### config.mk
export PLATFORM = sky130hd
export DESIGN_NAME = flash_status_ctrl
export DESIGN_NICKNAME = d
export VERILOG_FILES = /design/src/design/flash_status_pkg.sv /design/src/design/flash_bus_if.sv /design/src/design/flash_cycle_engine.sv /design/src/design/flash_status_ctrl.sv
export SDC_FILE = /design/constraint.sdc
export NUM_CORES = 1
export LEC_CHECK = 0
export ABC_CLOCK_PERIOD_IN_PS = 2900
export BUFFER_PORTS_ARGS = -buffer_cell sky130_fd_sc_hd__buf_2
export CAP_MARGIN = 20
export CORE_ASPECT_RATIO = 1.5
export CORE_MARGIN = 3
export CORE_UTILIZATION = 30
export CTS_BUF_LIST = sky130_fd_sc_hd__clkbuf_4 sky130_fd_sc_hd__clkbuf_8
export CTS_CLUSTER_SIZE = 10
export DETAILED_ROUTE_END_ITERATION = 12
export HOLD_SLACK_MARGIN = 0.1
export SLEW_MARGIN = 20
export SYNTH_ARGS = -nofsm -noshare
export SYNTH_HDL_FRONTEND = slang
export SYNTH_HIERARCHICAL = 1
export SYNTH_SLANG_ARGS = --single-unit
### constraint.sdc
create_clock -name pclk -period 2.9 [get_ports pclk]
set_input_delay 0.29 -clock pclk [delete_from_list [all_inputs] [get_ports pclk]]
set_output_delay 0.29 -clock pclk [all_outputs]
set_load 0.05 [all_outputs]
### src/design/flash_status_pkg.sv
package flash_status_pkg;
   // register offsets of the controller's own apb block
   localparam logic [7:0] OFS_CTRL = 8'h00;
   localparam logic [7:0] OFS_ADDR = 8'h04;
   localparam logic [7:0] OFS_DATA = 8'h08;
   localparam logic [7:0] OFS_STATUS = 8'h0C;
   localparam logic [7:0] OFS_IRQ_STAT = 8'h10;
   localparam logic [7:0] OFS_IRQ_MASK = 8'h14;
   localparam logic [7:0] OFS_RDDATA = 8'h18;
   // ctrl command codes, written to ctrl bits [2:0]
   localparam logic [2:0] CMD_NONE = 3'h0;
   localparam logic [2:0] CMD_PROGRAM = 3'h1;
   localparam logic [2:0] CMD_SECTOR_ERASE = 3'h2;
   localparam logic [2:0] CMD_ADD_SECTOR = 3'h3;
   localparam logic [2:0] CMD_CHIP_ERASE = 3'h4;
   localparam logic [2:0] CMD_RESET = 3'h5;
   localparam logic [2:0] CMD_READ = 3'h6;
   localparam logic [2:0] CMD_SUSPEND = 3'h7;
   // status bit positions in flash read data
   localparam int POLL_BIT = 7;
   localparam int TOGGLE_BIT = 6;
   localparam int FAIL_BIT = 5;
   localparam int WINDOW_BIT = 3;
   localparam int SECT_TOGGLE_BIT = 2;
   // sticky event bits
   localparam int EV_DONE = 0;
   localparam int EV_FAIL = 1;
   localparam int EV_WINDOW_SHUT = 2;
   localparam int EV_ADD_LATE = 3;
   localparam int EV_W = 4;
   // bus cycle timing
   localparam int CLK_NS = 5;
   localparam int WE_PULSE_NS = 40;
   localparam int WE_PULSE_CYC = (WE_PULSE_NS + CLK_NS - 1) / CLK_NS;
   localparam int READ_ACC_NS = 80;
   localparam int READ_ACC_CYC = (READ_ACC_NS + CLK_NS - 1) / CLK_NS;
   localparam int ERASE_WINDOW_US = 50;
   // bus cycle kinds for the pin engine
   localparam logic [1:0] OP_WRITE = 2'h1;
   localparam logic [1:0] OP_READ = 2'h2;
endpackage

### src/design/flash_bus_if.sv
interface flash_bus_if;
   logic req;
   logic [1:0] op;
   logic [19:0] addr;
   logic [15:0] wdata;
   logic done;
   logic [15:0] rdata;
   modport master (output req, output op, output addr, output wdata, input done, input rdata);
   modport engine (input req, input op, input addr, input wdata, output done, output rdata);
endinterface

### src/design/flash_cycle_engine.sv
module flash_cycle_engine
#(
   parameter int PULSE_CYC = flash_status_pkg::WE_PULSE_CYC,
   parameter int ACC_CYC = flash_status_pkg::READ_ACC_CYC
)
(
   // clocking
   input wire logic pclk,
   input wire logic presetn,
   input wire logic clk_en,
   // request side
   flash_bus_if.engine bus,
   // flash pins
   output logic [19:0] fl_addr,
   output logic [15:0] fl_dq_out,
   output logic fl_dq_oe_n,
   input wire logic [15:0] fl_dq_in,
   output logic fl_ce_n,
   output logic fl_oe_n,
   output logic fl_we_n
);
   initial
   begin
      if (PULSE_CYC < 1 || ACC_CYC < 1 || PULSE_CYC > 255 || ACC_CYC > 255)
         $error("cycle counts out of range");
   end

   typedef enum logic [2:0] {E_IDLE = 3'b001, E_ACT = 3'b010, E_GAP = 3'b100} est_t;
   est_t st_q, st_d;
   logic [7:0] cnt_q, cnt_d;
   logic wr_q, wr_d;
   logic [19:0] addr_q, addr_d;
   logic [15:0] wd_q, wd_d, rd_q, rd_d;
   logic done_d, done_q;

   // one strobe per request: setup and strobe merged, one idle gap after
   always_comb
   begin
      st_d = st_q;
      cnt_d = cnt_q;
      wr_d = wr_q;
      addr_d = addr_q;
      wd_d = wd_q;
      rd_d = rd_q;
      done_d = 1'b0;
      case (st_q)
         E_IDLE:
         begin
            if (bus.req)
            begin
               wr_d = (bus.op == flash_status_pkg::OP_WRITE);
               addr_d = bus.addr;
               wd_d = bus.wdata;
               cnt_d = 8'h00;
               st_d = E_ACT;
            end
         end
         E_ACT:
         begin
            cnt_d = cnt_q + 8'h01;
            if (cnt_q == (wr_q ? 8'(PULSE_CYC - 1) : 8'(ACC_CYC - 1)))
            begin
               if (!wr_q)
                  rd_d = fl_dq_in;
               done_d = 1'b1;
               st_d = E_GAP;
            end
         end
         E_GAP:
            st_d = E_IDLE;
         default:
            st_d = E_IDLE;
      endcase
   end

   always_ff @(posedge pclk or negedge presetn)
   begin
      if (!presetn)
      begin
         st_q <= E_IDLE;
         cnt_q <= 8'h00;
         wr_q <= 1'b0;
         addr_q <= 20'h00000;
         wd_q <= 16'h0000;
         rd_q <= 16'h0000;
         done_q <= 1'b0;
      end
      else if (clk_en)
      begin
         st_q <= st_d;
         cnt_q <= cnt_d;
         wr_q <= wr_d;
         addr_q <= addr_d;
         wd_q <= wd_d;
         rd_q <= rd_d;
         done_q <= done_d;
      end
   end

   // address and data pins come straight from flops, strobes are decoded from the state; data bus released except during writes
   assign fl_addr = addr_q;
   assign fl_dq_out = wd_q;
   assign fl_dq_oe_n = !(st_q == E_ACT && wr_q);
   assign fl_ce_n = (st_q != E_ACT);
   assign fl_oe_n = !(st_q == E_ACT && !wr_q);
   assign fl_we_n = !(st_q == E_ACT && wr_q);
   assign bus.done = done_q;
   assign bus.rdata = rd_q;
endmodule

### src/design/flash_status_ctrl.sv
// How it works
// - after any failure the controller writes the reset command so the device reads array again.
// - the controller never skips the window check, so no 50 us spacing is assumed.
// - acceptance is confirmed by toggle reads, then the window flag is checked before and after adds.
// - status reads use the address of the operation in progress.
//
// Design decisions made here: the APB slave port and the register offsets.
module flash_status_ctrl
(
   // clocking
   input wire logic pclk,
   input wire logic presetn,
   input wire logic clk_en,
   // apb slave
   input wire logic psel,
   input wire logic penable,
   input wire logic pwrite,
   input wire logic [7:0] paddr,
   input wire logic [31:0] pwdata,
   output logic [31:0] prdata,
   output logic pready,
   output logic pslverr,
   // interrupt
   output logic irq,
   // flash pins
   output logic [19:0] fl_addr,
   output logic [15:0] fl_dq_out,
   output logic fl_dq_oe_n,
   input wire logic [15:0] fl_dq_in,
   output logic fl_ce_n,
   output logic fl_oe_n,
   output logic fl_we_n,
   input wire logic ready_busy_out
);
   typedef enum logic [9:0] {
      S_IDLE = 10'b0000000001,
      S_CMD = 10'b0000000010,
      S_POLL1 = 10'b0000000100,
      S_POLL2 = 10'b0000001000,
      S_RECHECK = 10'b0000010000,
      S_WIN = 10'b0000100000,
      S_RESET = 10'b0001000000,
      S_READ = 10'b0010000000,
      S_WINPOST = 10'b0100000000,
      S_DONE = 10'b1000000000
   } st_t;

   flash_bus_if fb ();

   flash_cycle_engine u_eng
   (
      .pclk(pclk),
      .presetn(presetn),
      .clk_en(clk_en),
      .bus(fb.engine),
      .fl_addr(fl_addr),
      .fl_dq_out(fl_dq_out),
      .fl_dq_oe_n(fl_dq_oe_n),
      .fl_dq_in(fl_dq_in),
      .fl_ce_n(fl_ce_n),
      .fl_oe_n(fl_oe_n),
      .fl_we_n(fl_we_n)
   );

   st_t st_q, st_d;
   logic [2:0] cmd_q, cmd_d;
   logic [19:0] addr_q, addr_d;
   logic [15:0] data_q, data_d;
   logic [15:0] rdd_q, rdd_d;
   logic [15:0] prev_q, prev_d;
   logic [2:0] idx_q, idx_d;
   logic [3:0] seq_len;
   logic window_open_q, window_open_d;
   logic erase_run_q, erase_run_d;
   logic suspended_q, suspended_d;
   logic failed_q, failed_d;
   logic refused_q, refused_d;
   localparam int EV_W_L = flash_status_pkg::EV_W;
   logic [EV_W_L-1:0] ist_q, ist_d, imask_q, imask_d, ev;
   logic req_d, req_q;
   logic [1:0] op_d, op_q;
   logic [19:0] baddr_d, baddr_q;
   logic [15:0] bwd_d, bwd_q;
   logic go;
   logic [15:0] rd;
   logic toggled;

   // apb: always zero wait, every word address decodes or errors
   wire wr_acc = psel && penable && pwrite;
   wire rd_sel = psel && !pwrite;
   assign pready = 1'b1;
   assign pslverr = psel && penable && !(paddr == flash_status_pkg::OFS_CTRL ||
      paddr == flash_status_pkg::OFS_ADDR || paddr == flash_status_pkg::OFS_DATA ||
      paddr == flash_status_pkg::OFS_STATUS || paddr == flash_status_pkg::OFS_IRQ_STAT ||
      paddr == flash_status_pkg::OFS_IRQ_MASK || paddr == flash_status_pkg::OFS_RDDATA);
   assign go = wr_acc && paddr == flash_status_pkg::OFS_CTRL;

   always_comb
   begin
      prdata = 32'h00000000;
      if (rd_sel)
      begin
         case (paddr)
            flash_status_pkg::OFS_CTRL: prdata = {29'h0, cmd_q};
            flash_status_pkg::OFS_ADDR: prdata = {12'h000, addr_q};
            flash_status_pkg::OFS_DATA: prdata = {16'h0000, data_q};
            flash_status_pkg::OFS_STATUS: prdata = {24'h0, refused_q, !ready_busy_out,
               suspended_q, erase_run_q, window_open_q, failed_q, 1'b0, st_q != S_IDLE};
            flash_status_pkg::OFS_IRQ_STAT: prdata = {28'h0, ist_q};
            flash_status_pkg::OFS_IRQ_MASK: prdata = {28'h0, imask_q};
            flash_status_pkg::OFS_RDDATA: prdata = {16'h0000, rdd_q};
            default: prdata = 32'h00000000;
         endcase
      end
   end

   assign fb.req = req_q;
   assign fb.op = op_q;
   assign fb.addr = baddr_q;
   assign fb.wdata = bwd_q;
   assign rd = fb.rdata;
   assign toggled = rd[flash_status_pkg::TOGGLE_BIT] != prev_q[flash_status_pkg::TOGGLE_BIT];

   // unlock sequence length per command
   always_comb
   begin
      case (cmd_q)
         flash_status_pkg::CMD_PROGRAM: seq_len = 4'd4;
         flash_status_pkg::CMD_SECTOR_ERASE: seq_len = 4'd6;
         flash_status_pkg::CMD_CHIP_ERASE: seq_len = 4'd6;
         flash_status_pkg::CMD_ADD_SECTOR: seq_len = 4'd1;
         default: seq_len = 4'd1;
      endcase
   end

   // command word i of the current sequence
   function automatic logic [35:0] seq_word(input logic [2:0] c, input logic [2:0] i,
      input logic [19:0] a, input logic [15:0] d);
      logic [35:0] w;
      w = {20'h00555, 16'h00AA};
      case (i)
         3'd0: w = {20'h00555, 16'h00AA};
         3'd1: w = {20'h002AA, 16'h0055};
         3'd2: w = (c == flash_status_pkg::CMD_PROGRAM) ? {20'h00555, 16'h00A0} :
            {20'h00555, 16'h0080};
         3'd3: w = (c == flash_status_pkg::CMD_PROGRAM) ? {a, d} : {20'h00555, 16'h00AA};
         3'd4: w = {20'h002AA, 16'h0055};
         default: w = (c == flash_status_pkg::CMD_CHIP_ERASE) ? {20'h00555, 16'h0010} :
            {a, 16'h0030};
      endcase
      if (c == flash_status_pkg::CMD_ADD_SECTOR)
         w = {a, 16'h0030};
      if (c == flash_status_pkg::CMD_SUSPEND)
         w = {a, 16'h00B0};
      if (c == flash_status_pkg::CMD_RESET)
         w = {20'h00000, 16'h00F0};
      return w;
   endfunction

   always_comb
   begin
      logic [35:0] w;
      w = seq_word(cmd_q, idx_q, addr_q, data_q);
      st_d = st_q;
      cmd_d = cmd_q;
      addr_d = addr_q;
      data_d = data_q;
      rdd_d = rdd_q;
      prev_d = prev_q;
      idx_d = idx_q;
      window_open_d = window_open_q;
      erase_run_d = erase_run_q;
      suspended_d = suspended_q;
      failed_d = failed_q;
      refused_d = refused_q;
      req_d = 1'b0;
      op_d = op_q;
      baddr_d = baddr_q;
      bwd_d = bwd_q;
      ev = '0;
      if (wr_acc && paddr == flash_status_pkg::OFS_ADDR)
         addr_d = pwdata[19:0];
      if (wr_acc && paddr == flash_status_pkg::OFS_DATA)
         data_d = pwdata[15:0];
      case (st_q)
         S_IDLE:
         begin
            if (go)
            begin
               cmd_d = pwdata[2:0];
               idx_d = 3'd0;
               refused_d = 1'b0;
               failed_d = 1'b0; // a failure stays visible until the next order
               // only suspend while the internal erase runs
               if (erase_run_q && !window_open_q &&
                  pwdata[2:0] != flash_status_pkg::CMD_SUSPEND)
               begin
                  refused_d = 1'b1;
               end
               else if (pwdata[2:0] == flash_status_pkg::CMD_ADD_SECTOR && !window_open_q)
               begin
                  refused_d = 1'b1;
                  ev[flash_status_pkg::EV_ADD_LATE] = 1'b1;
               end
               else if (pwdata[2:0] == flash_status_pkg::CMD_READ)
                  st_d = S_READ;
               else if (pwdata[2:0] != flash_status_pkg::CMD_NONE)
                  // add sector: window checked before the add as well
                  st_d = (pwdata[2:0] == flash_status_pkg::CMD_ADD_SECTOR) ? S_WIN : S_CMD;
            end
         end
         S_CMD:
         begin
            if (!req_q && !fb.done)
            begin
               req_d = 1'b1;
               op_d = flash_status_pkg::OP_WRITE;
               baddr_d = w[35:16];
               bwd_d = w[15:0];
            end
            if (fb.done)
            begin
               if ({1'b0, idx_q} + 4'd1 >= seq_len)
               begin
                  case (cmd_q)
                     flash_status_pkg::CMD_RESET:
                     begin
                        erase_run_d = 1'b0;
                        window_open_d = 1'b0;
                        suspended_d = 1'b0;
                        st_d = S_DONE;
                     end
                     flash_status_pkg::CMD_SUSPEND:
                     begin
                        suspended_d = 1'b1;
                        st_d = S_POLL1;
                     end
                     default:
                     begin
                        suspended_d = 1'b0;
                        if (cmd_q == flash_status_pkg::CMD_SECTOR_ERASE)
                           window_open_d = 1'b1;
                        st_d = S_POLL1;
                     end
                  endcase
               end
               else
                  idx_d = idx_q + 3'd1;
            end
         end
         S_POLL1, S_POLL2, S_RECHECK, S_WIN, S_WINPOST, S_READ:
         begin
            if (!req_q && !fb.done)
            begin
               req_d = 1'b1;
               op_d = flash_status_pkg::OP_READ;
               baddr_d = addr_q;
            end
            if (fb.done)
            begin
               prev_d = rd;
               rdd_d = rd;
               case (st_q)
                  S_POLL1: st_d = S_POLL2;
                  S_READ: st_d = S_DONE;
                  S_POLL2, S_RECHECK:
                  begin
                     if (!toggled)
                     begin
                        // stopped with polling bit high in suspend is a clean pause
                        if (cmd_q == flash_status_pkg::CMD_SUSPEND &&
                           !rd[flash_status_pkg::POLL_BIT])
                           st_d = S_POLL2;
                        else
                        begin
                           erase_run_d = 1'b0;
                           window_open_d = 1'b0;
                           ev[flash_status_pkg::EV_DONE] = 1'b1;
                           st_d = S_DONE;
                        end
                     end
                     else if (st_q == S_RECHECK)
                     begin
                        failed_d = 1'b1;
                        ev[flash_status_pkg::EV_FAIL] = 1'b1;
                        cmd_d = flash_status_pkg::CMD_RESET;
                        idx_d = 3'd0;
                        st_d = S_CMD;
                     end
                     else if (rd[flash_status_pkg::FAIL_BIT])
                        st_d = S_RECHECK;
                     else if (window_open_q && cmd_q != flash_status_pkg::CMD_CHIP_ERASE)
                        st_d = S_WINPOST;
                     else
                        st_d = S_POLL2;
                  end
                  S_WIN:
                  begin
                     if (rd[flash_status_pkg::WINDOW_BIT])
                     begin
                        window_open_d = 1'b0;
                        erase_run_d = 1'b1;
                        refused_d = 1'b1;
                        ev[flash_status_pkg::EV_ADD_LATE] = 1'b1;
                        st_d = S_POLL2;
                     end
                     else
                        st_d = S_CMD;
                  end
                  default:
                  begin
                     // after a command while the window is open, the window is checked and the job returns if it is still open
                     if (rd[flash_status_pkg::WINDOW_BIT])
                     begin
                        window_open_d = 1'b0;
                        erase_run_d = 1'b1;
                        ev[flash_status_pkg::EV_WINDOW_SHUT] = 1'b1;
                        st_d = S_POLL2;
                     end
                     else
                        st_d = S_DONE; // window open: software may add sectors
                  end
               endcase
            end
         end
         S_DONE:
            st_d = S_IDLE;
         default:
            st_d = S_IDLE;
      endcase
      // sticky status: new events win over the write-one clear
      ist_d = ist_q;
      if (wr_acc && paddr == flash_status_pkg::OFS_IRQ_STAT)
         ist_d = ist_q & ~pwdata[EV_W_L-1:0];
      ist_d = ist_d | ev;
      imask_d = imask_q;
      if (wr_acc && paddr == flash_status_pkg::OFS_IRQ_MASK)
         imask_d = pwdata[EV_W_L-1:0];
   end

   always_ff @(posedge pclk or negedge presetn)
   begin
      if (!presetn)
      begin
         st_q <= S_IDLE;
         cmd_q <= flash_status_pkg::CMD_NONE;
         addr_q <= 20'h00000;
         data_q <= 16'h0000;
         rdd_q <= 16'h0000;
         prev_q <= 16'h0000;
         idx_q <= 3'd0;
         window_open_q <= 1'b0;
         erase_run_q <= 1'b0;
         suspended_q <= 1'b0;
         failed_q <= 1'b0;
         refused_q <= 1'b0;
         ist_q <= '0;
         imask_q <= '0;
         req_q <= 1'b0;
         op_q <= 2'h0;
         baddr_q <= 20'h00000;
         bwd_q <= 16'h0000;
      end
      else if (clk_en)
      begin
         st_q <= st_d;
         cmd_q <= cmd_d;
         addr_q <= addr_d;
         data_q <= data_d;
         rdd_q <= rdd_d;
         prev_q <= prev_d;
         idx_q <= idx_d;
         window_open_q <= window_open_d;
         erase_run_q <= erase_run_d;
         suspended_q <= suspended_d;
         failed_q <= failed_d;
         refused_q <= refused_d;
         ist_q <= ist_d;
         imask_q <= imask_d;
         req_q <= req_d;
         op_q <= op_d;
         baddr_q <= baddr_d;
         bwd_q <= bwd_d;
      end
   end

   assign irq = |(ist_q & imask_q);
endmodule

==> results.py <==
metrics = {
    "setup_path": {
        "worstSetupPathType": "reg -> out",
        "worstReg2RegStart": "idx_q[0]",
        "worst_path_max_delay_cell": "dfrtp_2",
        "path_cells": "nor4_4 -> nand4_1 -> buf_4 -> a222oi_1 -> a31oi_1 -> buf_4 -> buf_12",
        "cpPeakStageDelay_ps": 480,
        "cpMostUsedCell": "buf_4",
        "cp-startpoint": "st_q[5]",
        "crit_buf_inv": 3,
        "worst-endpoint-arrival_ps": 2450,
        "cp.required_ps": 2610,
        "crit_family": "buffers and inverters",
        "endpoint_kind": "primary output",
        "crit_fanout": 8,
        "crit_path_start_kind": "register",
    },
    "yosys": {
        "postSynthAreaPerCell_um2": 10.8,
        "synthTopCellsByArea": "dfrtp_1 50%, mux2_2 9.7%, nand2_1 5.3%, mux2_4 3.3%, o21ai_0 2.5%",
        "ys_types": 80,
        "netlist_area_mm2": 0.00902,
        "synth-edff-count": 0,
        "synth_flop_cell": "dfrtp_1",
        "synth-seq-area-share": 0.511,
        "synth.top_cell.area_share": 0.505,
        "ys_ff_latch": 184,
        "syn_inst": 832,
        "ys_top_cells_by_count": "182 x dfrtp_1, 128 x nand2_1, 78 x mux2_2",
        "yosys.area.top_type": "dfrtp_1",
        "async_flop_share": 1.00,
        "synth_most_common_cell": "dfrtp_1",
        "yosysWarnings": 6,
    },
    "routing": {
        "detailedRoute.firstPassIterationCount": 5,
        "routed_wirelength_um": 24600,
        "drtIter0Drc": 499,
        "routedWlPerCell_um": 17.7,
        "vias_per_cell": 4.97,
        "drcViolationCount": 0,
        "ant_nets": 0,
        "vias": 6931,
    },
    "global_route": {
        "grt_usage": 0.157,
        "grt_first_pass_wirelength_um": 39000,
        "grt_overflow": 0,
        "grt_max_degree": 67,
        "grt_pass1_vias": 6944,
        "antenna_found_initial": 0,
    },
    "clock_tree": {
        "insertion_delay_ps": 500,
        "htree_levels": 4,
        "path_clk_slew_ps": 90,
        "cts.path.max_buffers": 2,
        "cts_root_buffer": "clkbuf_8",
        "cts_tree": "built",
        "clock_sinks": 184,
        "cts_buffers": 17,
    },
    "run_status": {
        "status": "completed",
    },
    "layout": {
        "fillers": 2926,
        "nNetsFinal": 1058,
        "area_delta_synth_final_pct": 21.3,
        "drive_above_1_share": 0.309,
        "diodes": 0,
        "finalNonFillerCells": 1394,
    },
    "die": {
        "core_area_mm2": 0.0296,
        "initial_core_util": 0.305,
        "rows": 77,
        "dieArea_mm2": 0.0322,
        "die_w_um": 148,
        "die_h_um": 218,
        "ioPinCount": 138,
    },
    "placed_design": {
        "numPortBuffers": 112,
        "hpwlAfterDp_um": 18700,
        "gp_congestion": 0.896,
        "dpl_worst_slack_ps": 287,
        "dp_cells": 1327,
    },
    "power": {
        "p_clk_frac": 0.252,
        "power_density_mw_per_mm2": 666,
        "p_seq_frac": 0.445,
        "p_comb_frac": 0.303,
        "p_sw_mw": 2.65,
        "p_total_mw": 7.29,
        "peakVddDrop_mv": 0.248,
        "p_sw_frac": 0.364,
        "p_int_mw": 4.64,
        "p_leak_nw": 5.33,
    },
    "sta": {
        "hold_violations": 0,
        "fmax_mhz": 365,
        "period_minus_slack_ps": 2740,
        "worst_pin_slew_ps": 723,
        "finalClockSkew_ps": 14.2,
        "period_share": 0.946,
        "setup-violations-final": 0,
        "report.final.slew_viol_count": 0,
        "fin_ws_ps": 158,
        "timing.slew.headroom": 0.514,
    },
    "worst_hold_path": {
        "hold_start": "pwdata[1]",
        "hold_path_class": "in -> reg",
    },
    "run": {
        "drv_cap": 0,
    },
}
[stage by stage]
step	setup TNS [ps]	util	cell area (um^2)	hold slack, ps
global route	-12.3	0.370	10900	170
CTS	0	0.370	10900	140
global placement	0	0.344	10200	341
detailed placement	0	0.344	10200	342
floorplan	0	-	9060	-5.59
finish	0	0.370	10900	176
[layout by cell type, fill, tap and decap left out, types with 3 or more instances in the layout]
cell / n
a21o_1: 7
and3_1: 4
nand2_1: 128
mux2_2: 78
ha_1: 9
a31oi_1: 7
a22oi_1: 11
dfrtp_1: 178
and4b_1: 3
nor4_1: 4
conb_1: 13
buf_2: 109
o21a_1: 3
nor2_1: 50
or2_2: 3
inv_1: 17
a22o_1: 14
o31ai_1: 5
a21oi_1: 34
or3_1: 4
nand3_1: 18
clkbuf_8: 18
o21ai_0: 45
and2_1: 5
buf_12: 6
mux2_4: 20
xor2_1: 7
nor3_1: 11
a32o_1: 3
mux2i_1: 10
a222oi_1: 9
inv_6: 4
dlygate4sd3_1: 34
nand2b_1: 6
buf_4: 34
nand4_1: 8
dfrtp_2: 4
[cell type report]
| cell class | instances | area, um^2 | share of cell area |
|---|---|---|---|
| clock buffer | 20 | 263 | 0.0240 |
| sequential | 184 | 4610 | 0.421 |
| inverter | 17 | 63.8 | 0.00583 |
| timing repair buffer | 184 | 1270 | 0.116 |
| clock inverter | 12 | 158 | 0.0144 |
| multi-input combinational | 582 | 4080 | 0.373 |
| tap | 395 | 494 | 0.0452 |
[cell families after synthesis]
group                    count (synthesis)  synth area share
AND/OR/NAND/NOR                        273             0.150
flip-flops                             184             0.511
AO/OA/AOI/OAI                          168             0.128
multiplexers                           111             0.147
buffers and inverters                   77            0.0430
adder cells (fa/ha/maj)                  9            0.0125
XOR/XNOR                                 8           0.00777
other                                    2          0.000833
[state kept, by name (all words and copies together) (netlist names), 2 cells and up]
register,flops
addr_q,20
baddr_q,20
bwd_q,16
cmd_q,3
data_q,16
fb.op,2
idx_q,3
imask_q,4
ist_q,4
prev_q,16
st_q,9
u_eng/bus.rdata,16
u_eng/cnt_q,8
u_eng/fl_addr,20
u_eng/fl_dq_out,16
u_eng/st_q,3
[worst reg2reg max path, delay by kind of cell (launching register included)]
kind                     cells  cell delay (ps)
buffers and inverters        3              390
adder cells (fa/ha/maj)      3              770
AO/OA/AOI/OAI                5              870
flip-flops                   1              460
[power groups by stage]
stage / clock, mW / combinational, mW / sequential [mW]
6_report: 1.84 / 2.21 / 3.25
2_1_floorplan: 0 / 1.33 / 3.39
3_5_place_dp: 0 / 2.15 / 3.29
4_1_cts: 1.89 / 2.20 / 3.25
5_1_grt: 1.99 / 2.42 / 3.31
3_3_place_gp: 0 / 2.12 / 3.28
[repair_timing]
| item | 4_1_cts | 5_1_grt |
|---|---|---|
| hold endpoints to repair | 109 | 0 |
| endpoints found under the setup margin | 1 | 1 |
| resized for setup | 1 | 4 |
| hold buffers | 34 | 0 |
| buffers inserted | 0 | 1 |
| pin swaps | 0 | 1 |
[path summary, 6_finish.rpt]
kind	cells after the start	endpoint	slack [ps]
hold reg to reg	2	bwd_q[15]	470
max in group asynchronous	3	cmd_q[2]	1720
hold / removal	3	cmd_q[1]	180
min in group asynchronous	2	idx_q[0]	350
setup reg to reg	11	st_q[8]	290
setup / recovery	7	prdata[0]	160
[per-layer routing]
metal  wire length, um  vias up  global-route usage  part of all wire
met1             10200     3386               0.191              0.42
met2             12200      230               0.265              0.50
met4               876        0              0.0709             0.036
li1                  -     3268                   -                 -
met3              1280       47              0.0351             0.052
met5                 0        -                   0                 0
Note: power is estimated with default switching activity, not from simulation.
